File: src/verilog/pgb_params.svh
`ifndef PGB_PARAMS_SVH
`define PGB_PARAMS_SVH

// Byte offsets of the register words
`define PGB_OFS_B_DATA      8'h00
`define PGB_OFS_B_DIR       8'h04
`define PGB_OFS_B_PULLUP    8'h08
`define PGB_OFS_B_ANALOG    8'h0C
`define PGB_OFS_A_DATA      8'h10
`define PGB_OFS_A_CHG_EN    8'h14
`define PGB_OFS_B_CHG_EN    8'h18
`define PGB_OFS_INT_CTRL    8'h1C
`define PGB_OFS_OPTION      8'h20

// Implemented bit masks and the open-drain bit
`define PGB_B_IO_MASK       8'hF3
`define PGB_B_PULLUP_MASK   8'hF2
`define PGB_B_ANALOG_MASK   8'h72
`define PGB_A_IO_MASK       8'hEF
`define PGB_B_OPEN_DRAIN    0

// Field positions
`define PGB_INT_FLAG_BIT    0
`define PGB_INT_ENABLE_BIT  3
`define PGB_A_INPUT_ONLY    5
`define PGB_GLOBAL_PU_BIT   7

// Reset values
`define PGB_RST_B_DATA      8'h00
`define PGB_RST_B_DIR       8'hF3
`define PGB_RST_B_PULLUP    8'hF2
`define PGB_RST_B_ANALOG    8'h72
`define PGB_RST_CHG_EN      8'h00

// Bus answers
`define PGB_RESP_OKAY       2'h0
`define PGB_RESP_SLVERR     2'h2

`endif

File: src/verilog/pgb_pkg.sv
package pgb_pkg;

	// Port B pad drive: data and output enable per pin
	typedef struct packed {
		logic [7:0] dout;
		logic [7:0] oe;
	} pgb_pad_s;

	// Change-detect view of both ports
	typedef struct packed {
		logic [7:0] port_a;
		logic [7:0] port_b;
	} pgb_pins_s;

endpackage

File: src/verilog/pgb_port_b_io.sv
// The register addresses and register access over AXI4-Lite are this design's own decisions.
`include "pgb_params.svh"

module pgb_port_b_io
	import pgb_pkg::*;
(
	// Clock and resets
	input  wire logic        I_MCLK,
	input  wire logic        I_RST,
	input  wire logic        I_EXT_RST,
	// AXI4-Lite write address and data
	input  wire logic [7:0]  S_AXI_AWADDR,
	input  wire logic        S_AXI_AWVALID,
	output logic             S_AXI_AWREADY,
	input  wire logic [31:0] S_AXI_WDATA,
	input  wire logic [3:0]  S_AXI_WSTRB,
	input  wire logic        S_AXI_WVALID,
	output logic             S_AXI_WREADY,
	// AXI4-Lite write response
	output logic [1:0]       S_AXI_BRESP,
	output logic             S_AXI_BVALID,
	input  wire logic        S_AXI_BREADY,
	// AXI4-Lite read
	input  wire logic [7:0]  S_AXI_ARADDR,
	input  wire logic        S_AXI_ARVALID,
	output logic             S_AXI_ARREADY,
	output logic [31:0]      S_AXI_RDATA,
	output logic [1:0]       S_AXI_RRESP,
	output logic             S_AXI_RVALID,
	input  wire logic        S_AXI_RREADY,
	// Port B pads
	input  wire logic [7:0]  I_PORT_B_PIN,
	output pgb_pad_s         O_PORT_B_PAD,
	output logic [7:0]       O_PORT_B_PULLUP,
	// First port inputs
	input  wire logic [7:0]  I_PORT_A_PIN,
	input  wire logic [7:0]  I_PORT_A_ANALOG,
	input  wire logic        I_PORT_A_EXT_RST_MODE,
	// Core side
	output logic             O_CHANGE_IRQ,
	output logic             O_WAKE
);

	// ****************************************
	// Registers and decode
	// ****************************************
	logic [7:0]  b_out_q, b_dir_q, b_pu_q, b_an_q;
	logic [7:0]  a_chg_en_q, b_chg_en_q;
	logic        chg_ie_q, chg_flag_q, glob_pu_q;
	pgb_pins_s   last_q;
	pgb_pins_s   cur;
	logic [7:0]  aw_addr_q;
	logic [7:0]  a_live, b_live, a_diff, b_diff;
	logic        aw_have_q, w_have_q;
	logic [31:0] w_data_q;
	logic [3:0]  w_strb_q;
	logic        wr_go, rd_go, port_access, mismatch;
	logic [31:0] rd_word;
	logic        rd_ok;

	// Both port words reload the compare latch
	function automatic logic is_port(input logic [7:0] a);
		is_port = (a == `PGB_OFS_B_DATA) || (a == `PGB_OFS_A_DATA);
	endfunction

	// Unmapped words answer with an error
	function automatic logic is_mapped(input logic [7:0] a);
		case (a)
			`PGB_OFS_B_DATA, `PGB_OFS_B_DIR, `PGB_OFS_B_PULLUP, `PGB_OFS_B_ANALOG,
			`PGB_OFS_A_DATA, `PGB_OFS_A_CHG_EN, `PGB_OFS_B_CHG_EN,
			`PGB_OFS_INT_CTRL, `PGB_OFS_OPTION: is_mapped = 1'b1;
			default: is_mapped = 1'b0;
		endcase
	endfunction

	// ****************************************
	// Write channel
	// ****************************************
	// BVALID holds both readies low so a new write cannot pass its response
	assign S_AXI_AWREADY = !aw_have_q && !S_AXI_BVALID;
	assign S_AXI_WREADY  = !w_have_q && !S_AXI_BVALID;
	assign wr_go         = aw_have_q && w_have_q && !S_AXI_BVALID;

	always_ff @(posedge I_MCLK or posedge I_RST) begin
		if (I_RST) begin
			aw_have_q <= 1'b0;
			aw_addr_q <= 8'h00;
		end else if (S_AXI_AWVALID && S_AXI_AWREADY) begin
			aw_have_q <= 1'b1;
			aw_addr_q <= {S_AXI_AWADDR[7:2], 2'h0};
		end else if (wr_go) begin
			aw_have_q <= 1'b0;
		end
	end

	always_ff @(posedge I_MCLK or posedge I_RST) begin
		if (I_RST) begin
			w_have_q <= 1'b0;
			w_data_q <= 32'h0000_0000;
			w_strb_q <= 4'h0;
		end else if (S_AXI_WVALID && S_AXI_WREADY) begin
			w_have_q <= 1'b1;
			w_data_q <= S_AXI_WDATA;
			w_strb_q <= S_AXI_WSTRB;
		end else if (wr_go) begin
			w_have_q <= 1'b0;
		end
	end

	always_ff @(posedge I_MCLK or posedge I_RST) begin
		if (I_RST) begin
			S_AXI_BVALID <= 1'b0;
			S_AXI_BRESP  <= `PGB_RESP_OKAY;
		end else if (wr_go) begin
			// A miss still answers, with an error, so the master never hangs
			S_AXI_BVALID <= 1'b1;
			S_AXI_BRESP  <= is_mapped(aw_addr_q) ? `PGB_RESP_OKAY : `PGB_RESP_SLVERR;
		end else if (S_AXI_BREADY) begin
			S_AXI_BVALID <= 1'b0;
		end
	end

	// ****************************************
	// Register file
	// ****************************************
	// Only the low byte lane carries register data
	logic wr_en;
	assign wr_en = wr_go && w_strb_q[0];

	// Unimplemented bits are masked on the way in, so they always read zero
	function automatic logic wr_hit(input logic en, input logic [7:0] a, input logic [7:0] o);
		wr_hit = en && (a == o);
	endfunction

	// External reset restores configuration except the change enables, and not the compare latch
	// write to latch
	always_ff @(posedge I_MCLK or posedge I_RST) begin
		if (I_RST) begin
			b_out_q <= `PGB_RST_B_DATA;
		end else if (I_EXT_RST) begin
			b_out_q <= `PGB_RST_B_DATA;
		end else if (wr_hit(wr_en, aw_addr_q, `PGB_OFS_B_DATA)) begin
			b_out_q <= w_data_q[7:0] & `PGB_B_IO_MASK;
		end
	end

	always_ff @(posedge I_MCLK or posedge I_RST) begin
		if (I_RST) begin
			b_dir_q <= `PGB_RST_B_DIR;
		end else if (I_EXT_RST) begin
			b_dir_q <= `PGB_RST_B_DIR;
		end else if (wr_hit(wr_en, aw_addr_q, `PGB_OFS_B_DIR)) begin
			b_dir_q <= w_data_q[7:0] & `PGB_B_IO_MASK;
		end
	end

	always_ff @(posedge I_MCLK or posedge I_RST) begin
		if (I_RST) begin
			b_pu_q <= `PGB_RST_B_PULLUP;
		end else if (I_EXT_RST) begin
			b_pu_q <= `PGB_RST_B_PULLUP;
		end else if (wr_hit(wr_en, aw_addr_q, `PGB_OFS_B_PULLUP)) begin
			b_pu_q <= w_data_q[7:0] & `PGB_B_PULLUP_MASK;
		end
	end

	always_ff @(posedge I_MCLK or posedge I_RST) begin
		if (I_RST) begin
			b_an_q <= `PGB_RST_B_ANALOG;
		end else if (I_EXT_RST) begin
			b_an_q <= `PGB_RST_B_ANALOG;
		end else if (wr_hit(wr_en, aw_addr_q, `PGB_OFS_B_ANALOG)) begin
			b_an_q <= w_data_q[7:0] & `PGB_B_ANALOG_MASK;
		end
	end

	always_ff @(posedge I_MCLK or posedge I_RST) begin
		if (I_RST) begin
			glob_pu_q <= 1'b0;
		end else if (I_EXT_RST) begin
			glob_pu_q <= 1'b0;
		end else if (wr_hit(wr_en, aw_addr_q, `PGB_OFS_OPTION)) begin
			glob_pu_q <= w_data_q[`PGB_GLOBAL_PU_BIT];
		end
	end

	// Change-interrupt enable
	always_ff @(posedge I_MCLK or posedge I_RST) begin
		if (I_RST) begin
			chg_ie_q <= 1'b0;
		end else if (I_EXT_RST) begin
			chg_ie_q <= 1'b0;
		end else if (wr_hit(wr_en, aw_addr_q, `PGB_OFS_INT_CTRL)) begin
			chg_ie_q <= w_data_q[`PGB_INT_ENABLE_BIT];
		end
	end

	// enables cleared by power-on reset only
	always_ff @(posedge I_MCLK or posedge I_RST) begin
		if (I_RST) begin
			a_chg_en_q <= `PGB_RST_CHG_EN;
		end else if (wr_hit(wr_en, aw_addr_q, `PGB_OFS_A_CHG_EN)) begin
			a_chg_en_q <= w_data_q[7:0] & `PGB_A_IO_MASK;
		end
	end

	always_ff @(posedge I_MCLK or posedge I_RST) begin
		if (I_RST) begin
			b_chg_en_q <= `PGB_RST_CHG_EN;
		end else if (wr_hit(wr_en, aw_addr_q, `PGB_OFS_B_CHG_EN)) begin
			b_chg_en_q <= w_data_q[7:0] & `PGB_B_IO_MASK;
		end
	end

	// ****************************************
	// Pads and pull-ups
	// ****************************************
	// Missing pins are never driven
	// driver enabled when direction is 0
	assign O_PORT_B_PAD.oe   = ~b_dir_q & `PGB_B_IO_MASK &
		~(8'h01 << `PGB_B_OPEN_DRAIN & b_out_q);
	// Open-drain pin only ever pulls low
	assign O_PORT_B_PAD.dout = b_out_q & ~(8'h01 << `PGB_B_OPEN_DRAIN);

	genvar gi;
	generate
		for (gi = 0; gi < 8; gi++) begin : g_pu
			assign O_PORT_B_PULLUP[gi] = glob_pu_q && b_dir_q[gi] && b_pu_q[gi] &&
				!b_an_q[gi];
		end
	endgenerate

	// ****************************************
	// Change detection
	// ****************************************
	// analog pins read 0 and drop out of detection
	assign cur.port_b = I_PORT_B_PIN & ~b_an_q & `PGB_B_IO_MASK;
	assign cur.port_a = I_PORT_A_PIN & ~I_PORT_A_ANALOG & `PGB_A_IO_MASK;

	// any read or write of either port reloads the latch
	assign port_access = (rd_go && is_port(S_AXI_ARADDR & 8'hFC)) ||
		(wr_go && is_port(aw_addr_q));

	// A read and a write in one cycle load the same pin values
	// kept through external reset
	always_ff @(posedge I_MCLK or posedge I_RST) begin
		if (I_RST) begin
			last_q <= '0;
		end else if (port_access) begin
			last_q <= cur;
		end
	end

	// analog pins drop out of detection
	// input-only pin off in external reset mode
	assign b_live = b_chg_en_q & ~b_an_q;
	assign a_live = a_chg_en_q & ~I_PORT_A_ANALOG &
		~({7'h00, I_PORT_A_EXT_RST_MODE} << `PGB_A_INPUT_ONLY);

	genvar gj;
	generate
		for (gj = 0; gj < 8; gj++) begin : g_diff
			assign b_diff[gj] = b_live[gj] && (cur.port_b[gj] != last_q.port_b[gj]);
			assign a_diff[gj] = a_live[gj] && (cur.port_a[gj] != last_q.port_a[gj]);
		end
	endgenerate

	// a change in an access cycle is compared with the old latch only
	assign mismatch = (|b_diff) || (|a_diff);

	// ****************************************
	// Change flag
	// ****************************************

	// set wins over a software clear
	always_ff @(posedge I_MCLK or posedge I_RST) begin
		if (I_RST) begin
			chg_flag_q <= 1'b0;
		end else if (mismatch) begin
			chg_flag_q <= 1'b1;
		end else if (I_EXT_RST) begin
			chg_flag_q <= 1'b0;
		end else if (wr_en && aw_addr_q == `PGB_OFS_INT_CTRL) begin
			chg_flag_q <= w_data_q[`PGB_INT_FLAG_BIT];
		end
	end

	// ****************************************
	// Interrupt outputs
	// ****************************************
	// request gated by change-interrupt enable
	assign O_CHANGE_IRQ = chg_flag_q && chg_ie_q;
	// The core decides when to sleep; this level only asks it to resume
	// wake from sleep
	assign O_WAKE       = chg_flag_q && chg_ie_q;

	// ****************************************
	// Read channel
	// ****************************************
	// One read in flight: the address is refused while its answer stands
	assign S_AXI_ARREADY = !S_AXI_RVALID;
	assign rd_go         = S_AXI_ARVALID && S_AXI_ARREADY;

	always_comb begin
		rd_word = 32'h0000_0000;
		rd_ok   = 1'b1;
		case (S_AXI_ARADDR & 8'hFC)
			// pin levels, not the output latch
			`PGB_OFS_B_DATA:   rd_word[7:0] = cur.port_b;
			`PGB_OFS_B_DIR:    rd_word[7:0] = b_dir_q;
			`PGB_OFS_B_PULLUP: rd_word[7:0] = b_pu_q;
			`PGB_OFS_B_ANALOG: rd_word[7:0] = b_an_q;
			`PGB_OFS_A_DATA:   rd_word[7:0] = cur.port_a;
			`PGB_OFS_A_CHG_EN: rd_word[7:0] = a_chg_en_q;
			`PGB_OFS_B_CHG_EN: rd_word[7:0] = b_chg_en_q;
			`PGB_OFS_INT_CTRL: begin
				rd_word[`PGB_INT_ENABLE_BIT] = chg_ie_q;
				rd_word[`PGB_INT_FLAG_BIT]   = chg_flag_q;
			end
			`PGB_OFS_OPTION:   rd_word[`PGB_GLOBAL_PU_BIT] = glob_pu_q;
			default:           rd_ok = 1'b0;
		endcase
	end

	always_ff @(posedge I_MCLK or posedge I_RST) begin
		if (I_RST) begin
			S_AXI_RVALID <= 1'b0;
			S_AXI_RDATA  <= 32'h0000_0000;
			S_AXI_RRESP  <= `PGB_RESP_OKAY;
		end else if (rd_go) begin
			// Data is captured here so it stands unchanged until taken
			S_AXI_RVALID <= 1'b1;
			S_AXI_RDATA  <= rd_word;
			S_AXI_RRESP  <= rd_ok ? `PGB_RESP_OKAY : `PGB_RESP_SLVERR;
		end else if (S_AXI_RREADY) begin
			S_AXI_RVALID <= 1'b0;
		end
	end

endmodule // pgb_port_b_io

File: config.mk
export PLATFORM = sky130hd
export DESIGN_NAME = pgb_port_b_io
export DESIGN_NICKNAME = d
export VERILOG_FILES = /design/src/verilog/pgb_pkg.sv /design/src/verilog/pgb_port_b_io.sv
export VERILOG_INCLUDE_DIRS = /design/src /design/src/verilog
export SDC_FILE = /design/constraint.sdc
export NUM_CORES = 1
export LEC_CHECK = 0
export ABC_CLOCK_PERIOD_IN_PS = 3110
export BUFFER_PORTS_ARGS = -buffer_cell sky130_fd_sc_hd__buf_2
export CORE_ASPECT_RATIO = 0.9
export CORE_MARGIN = 2
export CORE_UTILIZATION = 30
export DETAILED_ROUTE_END_ITERATION = 16
export GPL_TIMING_DRIVEN = 0
export SKIP_LAST_GASP = 1
export SYNTH_ARGS = -nofsm -noshare
export SYNTH_HDL_FRONTEND = slang
export SYNTH_SLANG_ARGS = --single-unit
File: constraint.sdc
create_clock -name I_MCLK -period 3.11 [get_ports I_MCLK]
set_clock_uncertainty 0.2 [all_clocks]
set_input_delay 0.622 -clock I_MCLK [delete_from_list [all_inputs] [get_ports I_MCLK]]
set_output_delay 0.622 -clock I_MCLK [all_outputs]
set_load 0.005 [all_outputs]
==> results of run 1 <==
worst min path at each step:
stage                                end  slack, ns
after floorplan            a_chg_en_q[3]       0.27
after global placement    S_AXI_RDATA[2]       0.27
after detailed placement  S_AXI_BRESP[1]       0.28
after CTS                     b_out_q[0]       0.13
after global routing          b_out_q[0]       0.15
final                         b_out_q[0]       0.12
power by group through the flow:
stage	Sequential [mW]	Combinational, mW	Clock (mW)
floorplan	1.48	0.611	0
CTS	1.56	0.808	1.10
global route	1.61	0.891	1.14
detailed placement	1.58	0.803	0
global placement	1.57	0.782	0
finish	1.57	0.802	1.09
cell usage in the layout, fill, tap and decap left out, types with 3 or more instances in the layout:
cell type	count
nand2b_1	13
and2_1	3
nor3_1	6
a21o_1	5
o21ai_0	21
nand4b_1	3
xor2_1	4
nor3b_1	6
nor2b_1	6
buf_4	41
clkbuf_1	11
dfrtp_1	64
conb_1	34
nand2_1	47
nand3_1	4
xnor2_1	9
dfstp_2	15
nand3b_1	3
buf_2	83
a221o_1	3
o22ai_1	3
nor2_1	13
a21oi_1	3
inv_1	16
mux2i_1	21
mux2_2	30
clkbuf_16	9
o31ai_1	6
and4b_1	3
a22o_1	6
synthesized netlist by cell type, types with 2 or more instances:
master	number
inv_1	17
a2111oi_0	2
a21oi_1	3
buf_2	2
and2_1	3
dfstp_2	15
a21o_1	5
nor2b_1	6
nand2_1	47
mux2_2	30
and4b_1	3
mux4_2	2
nor2_1	13
xnor2_1	9
o211ai_1	2
and3_1	2
clkbuf_1	11
nor4_1	2
a221o_1	3
nand4b_1	3
mux2i_1	21
xor2_1	4
o22ai_1	3
nor3_1	6
dfrtp_1	64
nand3_1	4
nand2b_1	13
buf_4	41
nand3b_1	3
a32oi_1	2
a22o_1	6
nand4_1	2
o21ai_0	21
o31ai_1	6
nor3b_1	6
layer usage:
metal	up-vias	GRT usage, %	share of wire, %	wire (um)
met5	-	0	0	0
li1	1616	-	-	-
met3	13	3.28	6.2	713
met4	0	5.85	1.7	200
met2	123	23.9	45	5210
met1	1692	21.5	47	5370
metrics by stage:
step / setup TNS, ns / area, sq um / hold slack, ns / power [mW]
after global placement: -40.99 / 5060 / 0.272 / 2.35
after global routing: 0 / 5390 / 0.155 / 3.64
after CTS: 0 / 5390 / 0.134 / 3.48
final: 0 / 5390 / 0.119 / 3.46
after detailed placement: 0 / 5080 / 0.282 / 2.39
after floorplan: 0 / 4410 / 0.267 / 2.09
kinds of logic after synthesis:
kind of cell              after synthesis  share of synthesized area (%)
and+or+nand+nor                       126                           16.8
muxes                                  53                           13.8
other                                   1                         0.0875
DFF                                    79                           46.5
AOI/OAI and AO/OA                      63                           10.2
xor gates and xnor gates               13                           2.66
buffers and inverters                  71                           9.86
layout make-up:
| class | count | share of cell area (%) |
|---|---|---|
| buffer | 54 | 6.67 |
| clock buffer | 10 | 4.44 |
| clock inverter | 6 | 1.25 |
| inverter | 17 | 1.23 |
| multi-input combinational | 289 | 37.0 |
| sequential | 79 | 37.0 |
| tap | 193 | 4.48 |
| timing repair buffer | 82 | 7.90 |
state kept, by name, summed over array words and instances (netlist names), 4 cells and up:
name and count:
b_an_q 4, b_chg_en_q 6, b_out_q 6, b_dir_q 6
b_pu_q 5, a_chg_en_q 7, w_data_q 8, S_AXI_RDATA 8
last_q 13, aw_addr_q 6
==> impl_metrics.tcl, run 1 <==
set metrics [dict create \
    synth_top_area_cell "dfrtp_1" \
    n_fill_cell 1414 \
    antenna_cells 0 \
    worstPathRequired_ns 3.11 \
    endpoint "last_q[14]" \
    synthArstFlopShare_pct 100 \
    initial_core_util_pct 30.6 \
    synth_edf_count 0 \
    viasPerCell 4.72 \
    place_congestion 0.879 \
    ys_warn_count 0 \
    instances_no_fill 730 \
    htreeDepth 3 \
    die_w_um 130 \
    layout_setup_ws_ns 0.690 \
    period_share_pct 77.8 \
    ir_drop_mv 0.391 \
    wl_mm 11.5 \
    cpPeakStageDelay_ns 0.62 \
    slew_viol_final 0 \
    rsz0062_at_grt "false" \
    crit_arrival_ns 2.42 \
    end_kind "register" \
    hold_violations 0 \
    clockPowerShare_pct 31.4 \
    p_leak_nw 2.66 \
    place_hpwl_mm 8.90 \
    period_minus_slack_ns 2.42 \
    cp.depth 6 \
    worstReg2RegEnd "last_q[14]" \
    clk_pin_slew_worst_paths_ns 0.07 \
    io_buffers 81 \
    seq_area_sq_um 2000 \
    ant_nets 0 \
    worstReg2RegStart "aw_addr_q[2]" \
    synth_top_area_share_pct 37.4 \
    critPathKind "reg -> reg" \
    cts_buffers 9 \
    clock_latency_ns 0.34 \
    cts.path.max_buffers 2 \
    max_slew_margin_pct 50.0 \
    clock_sinks 79 \
    syn_area_sq_um 4290 \
    cts_resized 0 \
    hold_class "in -> async" \
    p_switching_mw 1.11 \
    ys_ff_latch 79 \
    overflow 0 \
    gr-usage-all-layers_pct 15.6 \
    grt_pass1_vias 3326 \
    crit_fanout 10 \
    reg2reg_depth 6 \
    synth_flop_cell "dfrtp_1" \
    drt-initial-drc-count 217 \
    internal_power_mw 2.35 \
    ctsHoldBuffers 0 \
    die_y_um 117 \
    setup.worst_path.start "aw_addr_q[2]" \
    final_layout_size_suffix_gt1_share_pct 36.5 \
    combPwrFrac_pct 23.2 \
    cts_setup_buffers 0 \
    grt_max_degree 43 \
    status "completed" \
    row_count 41 \
    multi_input_area_sq_um 1990 \
    area_delta_synth_final_pct 25.6 \
    root_buffer "clkbuf_16" \
    antenna_found_initial 0 \
    routedWlPerCell_um 15.7 \
    final-setup-viol-count 0 \
    crit_chain "buf_2 > nor4bb_1 > a32oi_1 > clkbuf_1 > nand2_1 > o21ai_0" \
    placedCellCount 714 \
    synth_area_leaders "dfrtp_1 37%, dfstp_2 9.2%, mux2_2 7.9%" \
    path_delay_family "simple AND/OR/NAND/NOR gates" \
    num_io_pins 152 \
    synth_cell_types 59 \
    grt_pass1_wl_mm 18.2 \
    drc 0 \
    drt_first_pass_iters 4 \
    place_worst_setup_slack_ns 0.467 \
    power.density_nw_per_um2 642 \
    final_nets 617 \
    vias 3444 \
    max_cap_violations 0 \
    fmax_ghz 0.413 \
    crit_slowest_cell "nor4bb_1" \
    fp.dieArea_sq_um 15300 \
    ys_seq_area_share_pct 46.5 \
    syn_area_per_cell_sq_um 10.6 \
    tightest_slew_ns 0.731 \
    switching_share_pct 32.0 \
    synth_cells 406 \
    start_kind "register" \
    power.share.sequential_pct 45.4 \
    rrSetupSlack_ns 0.69 \
    cts_tree "yes" \
    fin_util_pct 38.5 \
    core-area_sq_um 14000 \
    path_buf_inv 2 \
]
(Power assumes the default switching activity.)
==> run 2, diff against run 1 <==
--- a/config.mk
+++ b/config.mk
@@ -6,7 +6,8 @@
 export SDC_FILE = /design/constraint.sdc
 export NUM_CORES = 1
 export LEC_CHECK = 0
-export ABC_CLOCK_PERIOD_IN_PS = 3110
+export ABC_AREA = 1
+export ABC_CLOCK_PERIOD_IN_PS = 2000
 export BUFFER_PORTS_ARGS = -buffer_cell sky130_fd_sc_hd__buf_2
 export CORE_ASPECT_RATIO = 0.9
 export CORE_MARGIN = 2
==> constraint.sdc (replaced) <==
create_clock -name I_MCLK -period 2 [get_ports I_MCLK]
set_clock_uncertainty 0.2 [all_clocks]
set_input_delay 0.4 -clock I_MCLK [delete_from_list [all_inputs] [get_ports I_MCLK]]
set_output_delay 0.4 -clock I_MCLK [all_outputs]
set_load 0.005 [all_outputs]
==> run 2 against run 1 <==
  * Cell area up 7.8%
  * Core utilization is 0.86 points higher
  * Total power up 78%
  * Critical endpoint is now O_PORT_B_PULLUP[6]
  * Synthesized cell count increased by 46%
  * Clock power increased by 68%
  * Worst hold slack worse by 0.087 ns
  * Critical path depth is 3 lower
  * Synthesized area increased by 6.4%
  * Highest routed layer unchanged
  * Sequential cell count stayed put
  * Die area grew 6.2%
==> impl_metrics.tcl, run 2 <==
set metrics [dict create \
    hold_violations 0 \
    vias 3994 \
    power.density_nw_per_um2 1060 \
    synth_cells 594 \
    synth_edf_count 0 \
    place_hpwl_mm 9.64 \
    clock_sinks 79 \
    clock_latency_ns 0.34 \
    area_delta_synth_final_pct 27.4 \
    drt_first_pass_iters 4 \
    grt_max_degree 33 \
    synth_cell_types 32 \
    synth.most_common_cell "nand2_1" \
    num_io_pins 152 \
    layout_commonest_cell "nand2_1" \
    end_kind "output pin" \
    tightest_slew_ns 0.564 \
    syn_area_per_cell_sq_um 7.68 \
    final_nets 809 \
    cts.path.max_buffers 2 \
    htreeDepth 3 \
    ys_warn_count 0 \
    p_switching_mw 2.18 \
    p_total_mw 6.17 \
    gr-usage-all-layers_pct 15.9 \
    antenna_cells 0 \
    overflow 0 \
    grt_pass1_wl_mm 20.0 \
    final-setup-viol-count 0 \
    synth_flop_cell "dfrtp_1" \
    drc 0 \
    crit_fanout 6 \
    clk_pin_slew_worst_paths_ns 0.06 \
    internal_power_mw 3.99 \
    place_area_sq_um 5380 \
    period_minus_slack_ns 1.97 \
    ant_nets 0 \
    worstPathRequired_ns 1.40 \
    seq_area_sq_um 2000 \
    routedWlPerCell_um 13.3 \
    status "completed" \
    place_congestion 0.905 \
    fp.dieArea_sq_um 16200 \
    combPwrFrac_pct 27.9 \
    top_register "last_q" \
    switching_share_pct 35.3 \
    start_kind "register" \
    root_buffer "clkbuf_16" \
    crit_arrival_ns 1.37 \
    die_w_um 134 \
    ys_seq_area_share_pct 43.8 \
    synth_area_leaders "dfrtp_1 35%, nand2_1 12%, dfstp_2 8.6%" \
    grt_pass1_vias 3711 \
    ir_drop_mv 0.592 \
    slew_viol_final 0 \
    max_slew_margin_pct 62.4 \
    synthArstFlopShare_pct 100 \
    io_buffers 81 \
    core-area_sq_um 14800 \
    initial_core_util_pct 30.9 \
    stdcell_area_sq_um 5810 \
    period_share_pct 98.7 \
    p_leak_nw 3.11 \
    critPathKind "reg -> out" \
    wl_mm 12.3 \
    ys_ff_latch 79 \
    antenna_found_initial 0 \
    clockPowerShare_pct 29.7 \
    cts_buffers 9 \
    rsz0062_at_grt "true" \
    drt-initial-drc-count 220 \
    largest_reg_flops 13 \
    cts_tree "yes" \
    row_count 42 \
    die_y_um 121 \
    largestRegisters "last_q: 13 flops, S_AXI_RDATA: 8 flops, w_data_q: 8 flops" \
    viasPerCell 4.31 \
    max_cap_violations 0 \
    synth_top_area_cell "dfrtp_1" \
    fmax_ghz 0.506 \
    n_fill_cell 1569 \
    mostFrequentLayoutCells "140 x nand2_1, 91 x buf_2, 76 x inv_1" \
    synth_top_area_share_pct 35.1 \
    multi_input_area_sq_um 2040 \
    netlist_top_cells_count "140 x nand2_1, 80 x inv_1, 69 x nor2_1, 64 x dfrtp_1, 42 x buf_4" \
    hold_class "in -> reg" \
    syn_area_sq_um 4560 \
    final_layout_size_suffix_gt1_share_pct 31.1 \
    power.share.sequential_pct 42.5 \
]
[run 2: worst max-delay path, stage by stage, from the launching register on]
cell	delay [ns]
dfrtp_2	0.39
clkinvlp_4	0.25
nor4_4	0.24
buf_2	0.16
[run 2: layout make-up]
class / count / area share [%]
well taps: 198 / 4.27
repair buffers: 86 / 8.10
flip-flops and latches: 79 / 34.4
clock inverters: 4 / 1.34
plain buffers: 55 / 6.94
clock buffers: 12 / 4.42
multi-input cells: 412 / 35.2
inverters: 81 / 5.36
[run 2: repair_timing]
item,4_1_cts,5_1_grt
setup endpoints to repair,4,5
setup buffers,0,2
hold endpoints to repair,16,0
pin swaps,0,5
gates resized for setup,5,8
hold buffers,1,0
[run 2: stage by stage]
stage	setup slack [ns]	std cells	TNS, ns	util [%]	hold slack [ns]
after floorplan	0.485	627	0	-	0.254
after global placement	-0.107	906	-6.38	36.2	0.258
after detailed placement	0.114	908	0	36.4	0.261
after global routing	-0.0284	927	-0.0527	39.3	0.0539
final	0.0253	927	0	39.3	0.0317
after CTS	-0.0218	925	-0.0553	39.0	0.0220
[run 2: routing by layer]
layer	up-vias	global-route usage (%)	share of wire (%)
li1	2073	-	-
met1	1788	23.4	51
met2	125	24.5	43
met3	8	2.63	5.5
met4	0	3.99	0.78
met5	-	0	0
[run 2: final timing paths]
kind	startpoint	endpoint	slack [ns]	depth (start not counted)
max in group asynchronous	I_RST	b_dir_q[0]	0.35	5
hold / removal	S_AXI_BREADY	S_AXI_BVALID	0.03	2
min in group asynchronous	I_RST	S_AXI_RDATA[3]	0.45	3
hold reg to reg	S_AXI_RDATA[4]	S_AXI_RDATA[4]	0.27	2
setup / recovery	glob_pu_q	O_PORT_B_PULLUP[6]	0.03	3
setup reg to reg	S_AXI_RVALID	last_q[4]	0.22	7
[run 2: kinds of logic after synthesis]
logic type	count (synthesis)	share of synthesized area [%]
AND/OR/NAND/NOR	299	29.4
buffers and inverters	136	15.5
flip-flops	79	43.8
AO/OA/AOI/OAI	75	10.4
XOR/XNOR	2	0.384
multiplexers	2	0.494
other	1	0.0822
[run 2: power groups by stage]
stage,sequential (mW),combinational [mW],clock (mW)
4_1_cts,2.61,1.72,1.88
3_3_place_gp,2.62,1.66,0
5_1_grt,2.69,1.97,1.94
6_report,2.62,1.72,1.83
2_1_floorplan,2.48,1.24,0
3_5_place_dp,2.63,1.70,0
